`config.mk`:
```
export PLATFORM = sky130hd
export DESIGN_NAME = dram_mode_regs
export DESIGN_NICKNAME = d
export VERILOG_FILES = /design/src/mode_regs_pkg.sv /design/src/setpoint_if.sv /design/src/latency_decode.sv /design/src/dram_mode_regs.sv
export VERILOG_INCLUDE_DIRS = /design/src
export SDC_FILE = /design/constraint.sdc
export NUM_CORES = 1
export LEC_CHECK = 0
export BUFFER_PORTS_ARGS = -buffer_cell sky130_fd_sc_hd__buf_2
export CORE_AREA = 8 8 101 103
export CTS_BUF_LIST = sky130_fd_sc_hd__clkbuf_4 sky130_fd_sc_hd__clkbuf_8
export CTS_CLUSTER_SIZE = 30
export DETAILED_ROUTE_END_ITERATION = 10
export DIE_AREA = 0 0 109 111
export HOLD_SLACK_MARGIN = 0.05
export PLACE_DENSITY = 0.81
export SLEW_MARGIN = 20
export SYNTH_ARGS = -nofsm -noshare
export SYNTH_HDL_FRONTEND = slang
export SYNTH_SLANG_ARGS = --single-unit
```
`constraint.sdc`:
```
create_clock -name clk_i -period 7.35 [get_ports clk_i]
set_clock_uncertainty 0.15 [all_clocks]
set_input_delay 0.735 -clock clk_i [delete_from_list [all_inputs] [get_ports clk_i]]
set_output_delay 0.735 -clock clk_i [all_outputs]
set_load 0.01 [all_outputs]
```
`src/mode_regs_map.svh`:
```
/*
 * Offsets, field positions, reset values, refresh-rate codes and constants of the mode-register bank.
 * Assumes inclusion by bare name from the design files; definitions only.
 */
// Summary of operation
// [RULE_01] Controller keeps clock within code's band
// [RULE_02] Read latency column chosen by read inversion
// [RULE_03] Write latency from set A or B
// [RULE_04] Count write recovery cycles before precharge
// [RULE_05] Count read-to-precharge cycles before precharge
// [RULE_06] Burst length 32 adds eight clocks
// [RULE_07] Postamble half or one-and-half clock
// [RULE_08] Bits 6 and 7 enable inversion
// [RULE_09] Write updates only selected set-point copy
// [RULE_10] Active set-point copy drives behaviour
// [RULE_11] Controller matches pull-up point on channels
// [RULE_12] Repair lock sticky until power-on reset
// [RULE_13] Lock refuses writing one to repair entry
// [RULE_14] Refresh rate field reports eight codes
// [RULE_15] Controller scales refresh by reported multiplier
// [RULE_16] Derating needed reports code 110
// [RULE_17] Refresh register stores only bits 6:3
// [RULE_18] Repair entry one enters, zero exits
// [RULE_19] Thermal offset codes 00, 01, 10
// [RULE_20] Flag set on rate change, read clears
// [RULE_21] Flag zero at power-up
// [RULE_22] Maker identity read-only, writes ignored
// [RULE_23] Write leveling holds device in write state
`ifndef MODE_REGS_MAP_SVH
`define MODE_REGS_MAP_SVH

`define MA_LATENCY        6'h02
`define MA_IO_CONFIG      6'h03
`define MA_REFRESH_THERM  6'h04
`define MA_MAKER_ID       6'h05
`define MA_SETPOINT       6'h0d

`define LAT_RL_LSB        0
`define LAT_WL_LSB        3
`define LAT_WLS_BIT       6
`define LAT_WRLEV_BIT     7
`define IO_PUCAL_BIT      0
`define IO_WRPST_BIT      1
`define IO_LOCK_BIT       2
`define IO_PULLDOWN_STRENGTH_LSB       3
`define IO_RDINV_BIT      6
`define IO_WRINV_BIT      7
`define RT_RATE_LSB       0
`define RT_ABORT_BIT      3
`define RT_ENTRY_BIT      4
`define RT_OFFS_LSB       5
`define RT_TUF_BIT        7
`define SP_WR_BIT         6
`define SP_OP_BIT         7

`define LAT_RESET         8'h00
`define IO_RESET          8'h31
`define RATE_RESET        3'h3
`define RATE_DERATE       3'h6
`define BL32_EXTRA        8'h08
`define MAKER_ID_VALUE    8'h5a

`endif

```
`src/mode_regs_pkg.sv`:
```
/*
 * Types of the mode-register bank.
 * Assumes the map header supplies the numbers.
 */
package mode_regs_pkg;
    typedef enum logic [1:0]
    {
        CNT_IDLE  = 2'b00,
        CNT_RUN   = 2'b01,
        CNT_FIRE  = 2'b10
    } pre_state_t;
endpackage : mode_regs_pkg

```
`src/setpoint_if.sv`:
```
/*
 * Carrier between the register bank and the latency decoder.
 * Assumes both ends share clk_i.
 */
`timescale 1ns/1ps
interface setpoint_if;
    logic [7:0] lat_op;
    logic [7:0] io_op;
    logic [7:0] rl;
    logic [7:0] wl;
    logic [7:0] write_recovery_cycles;
    logic [7:0] read_to_precharge_cycles;
    modport bank (output lat_op, output io_op, input rl, input wl, input write_recovery_cycles, input read_to_precharge_cycles);
    modport dec  (input lat_op, input io_op, output rl, output wl, output write_recovery_cycles, output read_to_precharge_cycles);
endinterface : setpoint_if

```
`src/latency_decode.sv`:
```
/*
 * Latency lookup: read and write latency, write recovery and read-to-precharge.
 * Assumes the operand bytes are the active set-point copies.
 */
`timescale 1ns/1ps
`include "mode_regs_map.svh"
module latency_decode
(
    setpoint_if.dec sp
);
    localparam logic [7:0] RL_PLAIN [8] = '{8'h06, 8'h0a, 8'h0e, 8'h14, 8'h18, 8'h1c, 8'h20, 8'h24};
    localparam logic [7:0] RL_INV   [8] = '{8'h06, 8'h0c, 8'h10, 8'h16, 8'h1c, 8'h20, 8'h24, 8'h28};
    localparam logic [7:0] WL_A     [8] = '{8'h04, 8'h06, 8'h08, 8'h0a, 8'h0c, 8'h0e, 8'h10, 8'h12};
    localparam logic [7:0] WL_B     [8] = '{8'h04, 8'h08, 8'h0c, 8'h12, 8'h16, 8'h1a, 8'h1e, 8'h22};
    localparam logic [7:0] WRITE_RECOVERY_CYCLES      [8] = '{8'h06, 8'h0a, 8'h10, 8'h14, 8'h18, 8'h1e, 8'h22, 8'h28};
    localparam logic [7:0] READ_TO_PRECHARGE_CYCLES     [8] = '{8'h08, 8'h08, 8'h08, 8'h08, 8'h0a, 8'h0c, 8'h0e, 8'h10};

    wire [2:0] rl_code = sp.lat_op[`LAT_RL_LSB +: 3];
    wire [2:0] wl_code = sp.lat_op[`LAT_WL_LSB +: 3];

    assign sp.rl   = sp.io_op[`IO_RDINV_BIT] ? RL_INV[rl_code] : RL_PLAIN[rl_code]; // [RULE_02]
    assign sp.wl   = sp.lat_op[`LAT_WLS_BIT] ? WL_B[wl_code] : WL_A[wl_code];       // [RULE_03]
    assign sp.write_recovery_cycles  = WRITE_RECOVERY_CYCLES[wl_code];
    assign sp.read_to_precharge_cycles = READ_TO_PRECHARGE_CYCLES[rl_code];
endmodule : latency_decode

```
`src/dram_mode_regs.sv`:
```
/*
 * Mode-register bank: latency, I/O configuration, refresh/thermal and maker identity,
 * with two set-point copies, auto-precharge delay counter and write leveling hold.
 * Assumes commands are decoded to one-cycle strobes synchronous to clk_i.
 */
`timescale 1ns/1ps
`include "mode_regs_map.svh"
module dram_mode_regs
#(
    parameter int CNT_W = 8
)
(
    input  wire logic       clk_i,
    input  wire logic       resetn_i,
    input  wire logic       mrw_i,
    input  wire logic       mrr_i,
    input  wire logic [5:0] ma_i,
    input  wire logic [7:0] op_i,
    input  wire logic       rate_upd_i,
    input  wire logic [2:0] rate_i,
    input  wire logic       derate_i,
    input  wire logic       wr_ap_i,
    input  wire logic       rd_ap_i,
    input  wire logic       bl32_i,
    output logic [7:0]      mrr_data_o,
    output logic            mrr_valid_o,
    output logic            precharge_o,
    output logic [7:0]      read_latency_o,
    output logic [7:0]      write_latency_o,
    output logic            write_postamble_sel_o,
    output logic            read_inversion_en_o,
    output logic            write_inversion_en_o,
    output logic            pullup_cal_point_o,
    output logic [2:0]      pulldown_strength_o,
    output logic            repair_lock_o,
    output logic            repair_entry_o,
    output logic            sr_abort_o,
    output logic [1:0]      thermal_offset_o,
    output logic            wr_leveling_o,
    output logic            cmd_block_o
);
    // Counter must hold the longest recovery count plus the burst-32 extension
    if (CNT_W < 7)
    begin : g_cnt_w_check
        $error("CNT_W too small for recovery counts");
    end

    setpoint_if sp ();

    logic [7:0]       lat_q [2];
    logic [7:0]       io_q  [2];
    logic             sp_wr_q;
    logic             sp_op_q;
    logic             lock_q;
    logic [3:0]       rt_w_q;
    logic [2:0]       rate_q;
    logic             tuf_q;
    logic [CNT_W-1:0] cnt_q;
    mode_regs_pkg::pre_state_t st_q;

    // Write leveling hold lets only latency-register writes through
    wire wrlev    = lat_q[sp_op_q][`LAT_WRLEV_BIT];
    wire mrw_ok   = mrw_i && (!wrlev || ma_i == `MA_LATENCY);                     // [RULE_23]
    wire mrr_ok   = mrr_i && !wrlev;
    wire wr_lat   = mrw_ok && ma_i == `MA_LATENCY;
    wire wr_io    = mrw_ok && ma_i == `MA_IO_CONFIG;
    wire wr_rt    = mrw_ok && ma_i == `MA_REFRESH_THERM;
    wire wr_sp    = mrw_ok && ma_i == `MA_SETPOINT;
    wire rd_rt    = mrr_ok && ma_i == `MA_REFRESH_THERM;
    wire [7:0] io_wr_val = {op_i[7:3], op_i[`IO_LOCK_BIT] | lock_q, op_i[1:0]};
    wire       entry_d   = op_i[`RT_ENTRY_BIT] & ~lock_q;                         // [RULE_13]
    wire [2:0] rate_in   = derate_i ? `RATE_DERATE : rate_i;                      // [RULE_16]
    wire       rate_chg  = rate_upd_i && rate_in != rate_q;
    wire [7:0] rt_view   = {tuf_q, rt_w_q, rate_q};
    wire [7:0] io_act    = io_q[sp_op_q];                                          // [RULE_10]
    wire [CNT_W-1:0] wr_cnt = CNT_W'(sp.write_recovery_cycles);                                      // [RULE_04]
    wire [CNT_W-1:0] rd_cnt = CNT_W'(sp.read_to_precharge_cycles) + (bl32_i ? CNT_W'(`BL32_EXTRA) : '0); // [RULE_05] [RULE_06]

    assign sp.lat_op = lat_q[sp_op_q];
    assign sp.io_op  = io_act;

    latency_decode u_dec
    (
        .sp (sp)
    );

    // Two set-point copies, write lands on the selected one
    for (genvar g = 0; g < 2; g++) begin : g_copy
        always_ff @(posedge clk_i or negedge resetn_i)
        begin
            if (!resetn_i)
            begin
                lat_q[g] <= `LAT_RESET;
                io_q[g]  <= `IO_RESET;
            end
            else
            begin
                if (wr_lat && sp_wr_q == 1'(g)) lat_q[g] <= op_i;               // [RULE_09]
                if (wr_io && sp_wr_q == 1'(g)) io_q[g] <= io_wr_val;             // [RULE_09]
            end
        end
    end

    always_ff @(posedge clk_i or negedge resetn_i)
    begin
        if (!resetn_i)
        begin
            sp_wr_q <= 1'b0;
            sp_op_q <= 1'b0;
        end
        else if (wr_sp)
        begin
            sp_wr_q <= op_i[`SP_WR_BIT];
            sp_op_q <= op_i[`SP_OP_BIT];
        end
    end

    // Lock is sticky on either copy; only reset clears it
    always_ff @(posedge clk_i or negedge resetn_i)
    begin
        if (!resetn_i)
            lock_q <= 1'b0;
        else if (wr_io && op_i[`IO_LOCK_BIT])
            lock_q <= 1'b1;                                                        // [RULE_12]
    end

    always_ff @(posedge clk_i or negedge resetn_i)
    begin
        if (!resetn_i)
            rt_w_q <= 4'h0;
        else if (wr_rt)
            rt_w_q <= {op_i[6:5], entry_d, op_i[`RT_ABORT_BIT]};                  // [RULE_17] [RULE_18] [RULE_19]
    end

    always_ff @(posedge clk_i or negedge resetn_i)
    begin
        if (!resetn_i)
            rate_q <= `RATE_RESET;
        else if (rate_upd_i)
            rate_q <= rate_in;                                                     // [RULE_14]
    end

    // Change wins over a read-clear in the same cycle
    always_ff @(posedge clk_i or negedge resetn_i)
    begin
        if (!resetn_i)
            tuf_q <= 1'b0;                                                         // [RULE_21]
        else if (rate_chg)
            tuf_q <= 1'b1;                                                         // [RULE_20]
        else if (rd_rt)
            tuf_q <= 1'b0;                                                         // [RULE_20]
    end

    // Auto-precharge delay counter
    always_ff @(posedge clk_i or negedge resetn_i)
    begin
        if (!resetn_i)
        begin
            st_q  <= mode_regs_pkg::CNT_IDLE;
            cnt_q <= '0;
        end
        else
        begin
            unique case (st_q)
                mode_regs_pkg::CNT_IDLE:
                begin
                    if (wr_ap_i)
                    begin
                        cnt_q <= wr_cnt - CNT_W'(1);                              // [RULE_04]
                        st_q  <= mode_regs_pkg::CNT_RUN;
                    end
                    else if (rd_ap_i)
                    begin
                        cnt_q <= rd_cnt - CNT_W'(1);                              // [RULE_05]
                        st_q  <= mode_regs_pkg::CNT_RUN;
                    end
                end
                mode_regs_pkg::CNT_RUN:
                begin
                    if (cnt_q == CNT_W'(1))
                        st_q <= mode_regs_pkg::CNT_FIRE;
                    else
                        cnt_q <= cnt_q - CNT_W'(1);
                end
                mode_regs_pkg::CNT_FIRE:
                    st_q <= mode_regs_pkg::CNT_IDLE;
                default:
                    st_q <= mode_regs_pkg::CNT_IDLE;
            endcase
        end
    end

    wire [7:0] rd_mux = (ma_i == `MA_REFRESH_THERM) ? rt_view :
                        (ma_i == `MA_MAKER_ID)      ? `MAKER_ID_VALUE : 8'h00;   // [RULE_22]

    always_ff @(posedge clk_i or negedge resetn_i)
    begin
        if (!resetn_i)
        begin
            mrr_data_o  <= 8'h00;
            mrr_valid_o <= 1'b0;
        end
        else
        begin
            mrr_valid_o <= mrr_ok;
            if (mrr_ok) mrr_data_o <= rd_mux;
        end
    end

    always_ff @(posedge clk_i or negedge resetn_i)
    begin
        if (!resetn_i)
        begin
            precharge_o           <= 1'b0;
            read_latency_o        <= 8'h06;
            write_latency_o       <= 8'h04;
            write_postamble_sel_o <= 1'b0;
            read_inversion_en_o   <= 1'b0;
            write_inversion_en_o  <= 1'b0;
            pullup_cal_point_o    <= 1'b1;
            pulldown_strength_o   <= 3'h6;
            repair_lock_o         <= 1'b0;
            repair_entry_o        <= 1'b0;
            sr_abort_o            <= 1'b0;
            thermal_offset_o      <= 2'h0;
            wr_leveling_o         <= 1'b0;
            cmd_block_o           <= 1'b0;
        end
        else
        begin
            precharge_o           <= st_q == mode_regs_pkg::CNT_FIRE;
            read_latency_o        <= sp.rl;
            write_latency_o       <= sp.wl;
            write_postamble_sel_o <= io_act[`IO_WRPST_BIT];                      // [RULE_07]
            read_inversion_en_o   <= io_act[`IO_RDINV_BIT];                      // [RULE_08]
            write_inversion_en_o  <= io_act[`IO_WRINV_BIT];                      // [RULE_08]
            pullup_cal_point_o    <= io_act[`IO_PUCAL_BIT];
            pulldown_strength_o   <= io_act[`IO_PULLDOWN_STRENGTH_LSB +: 3];
            repair_lock_o         <= lock_q;
            repair_entry_o        <= rt_w_q[1];
            sr_abort_o            <= rt_w_q[0];
            thermal_offset_o      <= rt_w_q[3:2];
            wr_leveling_o         <= wrlev;
            cmd_block_o           <= wrlev;                                        // [RULE_23]
        end
    end
endmodule : dram_mode_regs

```
**After elaboration in Yosys (flattened, before gate mapping)**

Memory sizes are Yosys's and may differ from the RTL's.
Cells that the tools add are included.

- $add $sub $neg: 4
- Order comparisons: 3
- Eq/ne operators: 12
- Muxes and demuxes: 34
- Bitwise gates (word level): 7
- Reductions and logical operators: 20

Operator list:

| operator | number |
|---|---|
| 2-to-1 mux 8 bit | 24 |
| subtractor 8 x 1 -> 8 bit, second input constant | 3 |
| case mux 8 bit (2 select lines) | 1 |
| logical AND 1 bit | 13 |
| equality test 6 x 2 -> 1 bit, second input constant | 2 |
| equality test 6 x 3 -> 1 bit, second input constant | 2 |
| adder 8 x 4 -> 8 bit | 1 |
| equality test 8 x 1 -> 1 bit, second input constant | 1 |
| >= comparator 4 bit, second input constant | 2 |
| inverter 3 -> 4 bit | 2 |
| 2-to-1 mux 7 bit | 1 |
| equality test 6 x 4 -> 1 bit, second input constant | 1 |
| 2-to-1 mux 2 bit | 3 |
| 2-to-1 mux 4 bit | 1 |
| inequality test 2 bit, second input constant | 2 |
| case mux 2 bit (2 select lines) | 1 |
| nonzero test 2 bit | 2 |
| 2-to-1 mux 3 bit | 1 |
| inequality test 3 bit | 1 |
| inequality test 3 bit, second input constant | 1 |
| AND reduction 3 bit | 1 |
| equality test 2 x 1 -> 1 bit, second input constant | 1 |
| equality test 2 bit, second input constant | 1 |
| >= comparator 2 bit, second input constant | 1 |
| 9 further kinds | 11 |

- Register bits: 92
- ROM bits: 384
- Bits of input ports: 26
- Output and inout bits: 40
- Word-level logic and storage cells: 113
- Memories: 6

Memories:

| name | depth | width | rd ports | clocked after Yosys merged registers in | write ports | line | text |
|---|---|---|---|---|---|---|---|
| (no name shown) | 8 | 8 | 1 | 0 | 0 | latency_decode.sv:21 | `` assign sp.rl = sp.io_op[`IO_RDINV_BIT] ? RL_INV[rl_code] : RL_PLAIN[rl_code]; `` |
| (no name shown) | 8 | 8 | 1 | 0 | 0 | latency_decode.sv:22 | `` assign sp.wl = sp.lat_op[`LAT_WLS_BIT] ? WL_B[wl_code] : WL_A[wl_code]; `` |
| (no name shown) | 8 | 8 | 1 | 0 | 0 | latency_decode.sv:24 | `assign sp.read_to_precharge_cycles = READ_TO_PRECHARGE_CYCLES[rl_code];` |
| (no name shown) | 8 | 8 | 1 | 0 | 0 | latency_decode.sv:22 |  |
| (no name shown) | 8 | 8 | 1 | 0 | 0 | latency_decode.sv:23 | `assign sp.write_recovery_cycles = WRITE_RECOVERY_CYCLES[wl_code];` |
| (no name shown) | 8 | 8 | 1 | 0 | 0 | latency_decode.sv:21 |  |

**Depth between registers and ports, before layout**

- Depth in word-level cells: 13
- Depth in mapped cells: 13
- Depth with buffers taken out: 12

**Modules after synthesis**

Synthesis repeated with hierarchy kept, for this count alone.

- Cells, all modules: 408
- Area total of the unflattened synthesis: 4769.6 um2

By module, submodules not included:

| module | instances | cells an instance | area an instance (um2) | seq. area each (um2) |
|---|---|---|---|---|
| dram_mode_regs | 1 | 334 | 4206.5 | 2319.7 |
| latency_decode | 1 | 74 | 563.0 | 0.0 |

**Worst setup path before layout**

No wires, ideal clock.

- Kind: flip-flop to flip-flop
- Start point: register sp_op_q
- End point: register cnt_q[3]
- Setup time: 0.127 ns
- Arrival: 2.814 ns
- Required time: 7.073 ns
- Path slack: 4.259 ns
- Stages on the path, launching flop included: 12
- Buffers on the path: 1
- Period minus slack after synthesis: 3.091 ns
- Cell sequence: dfrtp_1 buf_6 mux2i_1 inv_1 ha_1 and2_1 ha_1 fa_1 inv_1 o21ai_0 a21oi_1 o32a_2

- Longest elaborated chain between the ends: 13
- Elaborated cells on any way between the ends: 18
- Those cells by class: add/sub: 3; mux: 10; bitwise: 3; memory: 2

RTL lines:

| element | line | text |
|---|---|---|
| start, declared | dram_mode_regs.sv:53 | `logic sp_op_q;` |
| start signal, assigned | dram_mode_regs.sv:114 | `` sp_op_q <= op_i[`SP_OP_BIT]; `` |
| inverter 1 -> 2 bit (not written as such) * | dram_mode_regs.sv:79 | `assign sp.lat_op = lat_q[sp_op_q];` |
| 2-to-1 mux 8 bit (not written as such) * (3 in series) | dram_mode_regs.sv:79 |  |
| inverter 3 -> 4 bit (not written as such) | latency_decode.sv:24 |  |
| memory read (8 x 8 bit) | - |  |
| 2-to-1 mux 8 bit (not written as such) (2 in series) | latency_decode.sv:24 |  |
| adder 8 x 4 -> 8 bit | dram_mode_regs.sv:77 | `` wire [CNT_W-1:0] rd_cnt = CNT_W'(sp.read_to_precharge_cycles) + (bl32_i ? CNT_W'(`BL32_EXTRA) : '0); `` |
| subtractor 8 x 1 -> 8 bit | dram_mode_regs.sv:174 | `cnt_q <= rd_cnt - CNT_W'(1);` |
| 2-to-1 mux 8 bit | dram_mode_regs.sv:172 | `else if (rd_ap_i)` |
| 2-to-1 mux 8 bit * | dram_mode_regs.sv:167 | `if (wr_ap_i)` |
| case mux 8 bit (2 select lines) * | dram_mode_regs.sv:164 | `unique case (st_q)` |
| end signal, assigned | dram_mode_regs.sv:169 | `cnt_q <= wr_cnt - CNT_W'(1);` |
| end signal, assigned | dram_mode_regs.sv:174 |  |
| end signal, assigned | dram_mode_regs.sv:183 | `cnt_q <= cnt_q - CNT_W'(1);` |
| end, declared | dram_mode_regs.sv:58 | `logic [CNT_W-1:0] cnt_q;` |

Every way passes the cells marked *; elsewhere a longest branch is shown, timed or not. The select of a mux whose other input is x is not followed.
A chain may end at the register's enable or synchronous reset.

**Worst setup path in the final report**

Same ends and word-level chain as after synthesis.

==> impl_metrics.toml <==
[global_route]
grt_max_degree = 85
grt_antenna_before_repair = 0
grt_pass1_vias = 2964
grtUsageTotal_pct = 14.2
grt-ovfl-total = 0
grt_pass1_wl_um = 14100

[placed_design]
place.gp.congestion = 0.857
placed_cell_area_sq_mm = 0.00451
hpwl_um = 5970
port_buffers = 59
post-place-ws_ns = 3.51

[synthesis]
yosysSeqAreaShare_pct = 51.0
synth_top_area_share_pct = 42.1
ys_async_sr_fraction_pct = 100
ys_warn_count = 0
syn_avg_cell_area_sq_um = 11.6
ys_types = 58
postSynthCellCount = 358
synth_top_area_cell = "dfrtp_1"
synth_edf_count = 0
syn_area_sq_mm = 0.00416
ys_seq_elements = 84
ys.flop_type = "dfrtp_1"
synth_top_cells_by_area = "dfrtp_1 (42%), mux2_2 (11%), dfstp_2 (8.9%)"

[timing]
finalCritPeriodShare_pct = 52.5
setup-violations-final = 0
max_slew_margin_pct = 35.8
finalWorstSetupSlack_ns = 3.49
fin_crit_ns = 3.86
finalHoldViolations = 0
drv_slew = 0
hold_slack_ns = 0.248
timing.setup.tns_ns = 0
max_freq_ghz = 0.259
worst_pin_slew_ns = 0.963
rsz0062_at_grt = "false"

[clock_tree]
hold_buffers = 0
htreeDepth = 3
cts_buffers = 9
clockBufferDepth = 2
clkLatencyLatePin_ns = 0.35
clock_sinks = 84
cts_resized = 0
post_cts_buffers = 0
cts_tree = "done"
clkSlewWorstSetupHoldPaths_ns = 0.09
clock-root-buffer = "clkbuf_8"

[die]
rows = 34
die_w_um = 109
die_area_sq_mm = 0.0121
initial_core_util_pct = 48.6
fp.dieH_um = 111
core_area_sq_mm = 0.00855
num_io_pins = 66

[finish]
utilization_pct = 55.1
drive_above_1_share_pct = 34.0
fin_nets = 464
antennaDiodeCount = 0
fillerInstances = 716
syn2layout_area_growth_pct = 13.4
stdcell_area_sq_mm = 0.00471

[worst_setup_path]
slowest_stage = "dfrtp_1"
worstReg2RegEnd = "cnt_q[3]"
critPathKind = "reg2reg"
startpoint_type = "flop"
reg2reg_from = "sp_op_q"
cp.buffers_inverters = 2
r2r_setup_slack_ns = 3.49
required_ns = 7.43
critical-path-top-delay-family = "adder cells"
worst_setup_path_end_kind = "flop"
critical_path.max_fanout = 20
max_stage_delay_ns = 0.98
reg2reg_depth = 10
cp_cell_sequence = "mux2i_1, inv_1, ha_1, and2_1, ha_1, fa_1, inv_1, o21ai_0, a21oi_1, o32a_2"
critPathArrivalTime_ns = 3.94

[hold_path]
hold_class = "reg2reg"
hold_end = "sr_abort_o"
whs_path_depth = 0
holdCritStartpoint = "rt_w_q[0]"

[run]
max_cap_violations = 0

[drt]
dr_total_vias = 2873
routed_wl_um = 8270
initialDrtViolationCount = 91
dr.pass1.iters = 4
drc = 0
routed_via_density = 5.41
wl_per_cell_um = 15.6
ant_nets = 0

[power_and_ir_drop]
p_leak_uw = 0.00235
power.density_mw_per_mm2 = 256
ir_worst_vdd_mv = 0.161

[status]
status = "completed"
## stage by stage
stage	std cells	total power, uW
finish	531	1210
global route	531	1280
CTS	531	1220
detailed placement	515	888
global placement	515	873
floorplan	363	798
## layer usage
layer / track usage, % / wire length, um / vias up
li1: - / - / 1359
met4: 5.94 / 118 / 0
met1: 18.4 / 3670 / 1449
met3: 2.91 / 363 / 10
met5: 0 / 0 / -
met2: 22.4 / 4120 / 55
## worst register-to-register path, cell delays in order, from the launching register on
cell	delay [ns]
dfrtp_1	0.98
mux2i_1	0.54
inv_1	0.16
ha_1	0.24
and2_1	0.16
ha_1	0.33
fa_1	0.55
inv_1	0.04
o21ai_0	0.16
a21oi_1	0.07
o32a_2	0.37
## cell usage after synthesis, types with 2 or more instances
| library cell | number |
|---|---|
| nor3_4 | 2 |
| buf_4 | 7 |
| a211oi_1 | 5 |
| and2_1 | 2 |
| a21o_1 | 3 |
| nor2b_1 | 4 |
| nand3b_1 | 3 |
| nor3_1 | 8 |
| nand2_1 | 25 |
| a22o_1 | 5 |
| a21oi_1 | 13 |
| inv_1 | 28 |
| nor2_1 | 18 |
| a31oi_1 | 4 |
| xnor2_1 | 4 |
| buf_2 | 4 |
| or3_1 | 3 |
| nand2b_1 | 2 |
| o22ai_1 | 2 |
| nand3_1 | 3 |
| mux2_4 | 3 |
| o21ai_0 | 18 |
| dfstp_2 | 14 |
| ha_1 | 19 |
| dfrtp_1 | 70 |
| mux2i_1 | 11 |
| clkbuf_1 | 3 |
| o31ai_1 | 5 |
| mux2_2 | 39 |
| xor2_1 | 3 |
## placed cells by master, fill, tap and decap left out, types with 2 or more instances in the layout
master,Yosys,layout
clkbuf_8,0,9
nor3_1,8,8
nand2_1,25,25
nand3b_1,3,3
mux2_4,3,3
dfrtp_1,70,70
a22o_1,5,5
xnor2_1,4,4
nor2_1,18,18
o22ai_1,2,2
a21oi_1,13,13
inv_1,28,28
nand3_1,3,3
nand2b_1,2,2
conb_1,1,6
a21o_1,3,3
nor3_4,2,2
mux2i_1,11,11
and2_1,2,2
a31oi_1,4,4
clkinv_2,0,2
ha_1,19,19
o21ai_0,18,18
mux2_2,39,39
a211oi_1,5,5
or3_1,3,3
nor2b_1,4,4
xor2_1,3,3
o31ai_1,5,5
buf_2,4,58
dfstp_2,14,14
## final cells by class
| type | instances | area [sq um] | share of cell area [%] |
|---|---|---|---|
| flip-flops and latches | 84 | 2120 | 45.0 |
| multi-input cells | 235 | 1850 | 39.3 |
| repair buffers | 59 | 302 | 6.40 |
| well taps | 108 | 135 | 2.87 |
| clock buffers | 10 | 131 | 2.79 |
| inverters | 29 | 109 | 2.31 |
| clock inverters | 6 | 65.1 | 1.38 |
## where the power goes
group / total, uW / switching (uW) / internal, uW
logic: 292 / 161 / 131
registers: 589 / 53.9 / 535
clock network: 324 / 163 / 161
## worst max path at each step
| stage | endpoint | slack (ns) | from | depth (start not counted) |
|---|---|---|---|---|
| 6_report | cnt_q[3] | 3.49 | sp_op_q | 10 |
| 3_5_place_dp | cnt_q[3] | 3.51 | sp_op_q | 10 |
| 3_3_place_gp | cnt_q[3] | 3.67 | sp_op_q | 10 |
| 4_1_cts | cnt_q[3] | 3.49 | sp_op_q | 10 |
| 2_1_floorplan | cnt_q[3] | 4.26 | sp_op_q | 11 |
| 5_1_grt | cnt_q[5] | 3.17 | sp_op_q | 12 |
## registers in the layout, indices dropped and copies added (netlist names), 2 cells and up
name,count
lat_q,16
cnt_q,8
write_latency_o,5
st_q,2
rt_w_q,4
io_q,14
pulldown_strength_o,3
rate_q,3
mrr_data_o,8
read_latency_o,5
thermal_offset_o,2
## logic make-up after synthesis
kind of cell / synth area share (%)
buffers and inverters: 4.91
DFF: 51.0
xor gates and xnor gates: 1.48
adders and majority gates: 6.20
and+or+nand+nor: 11.4
AOI/OAI and AO/OA: 10.3
muxes: 14.6
other: 0.0902
Note: power is estimated with default switching activity, not from simulation.
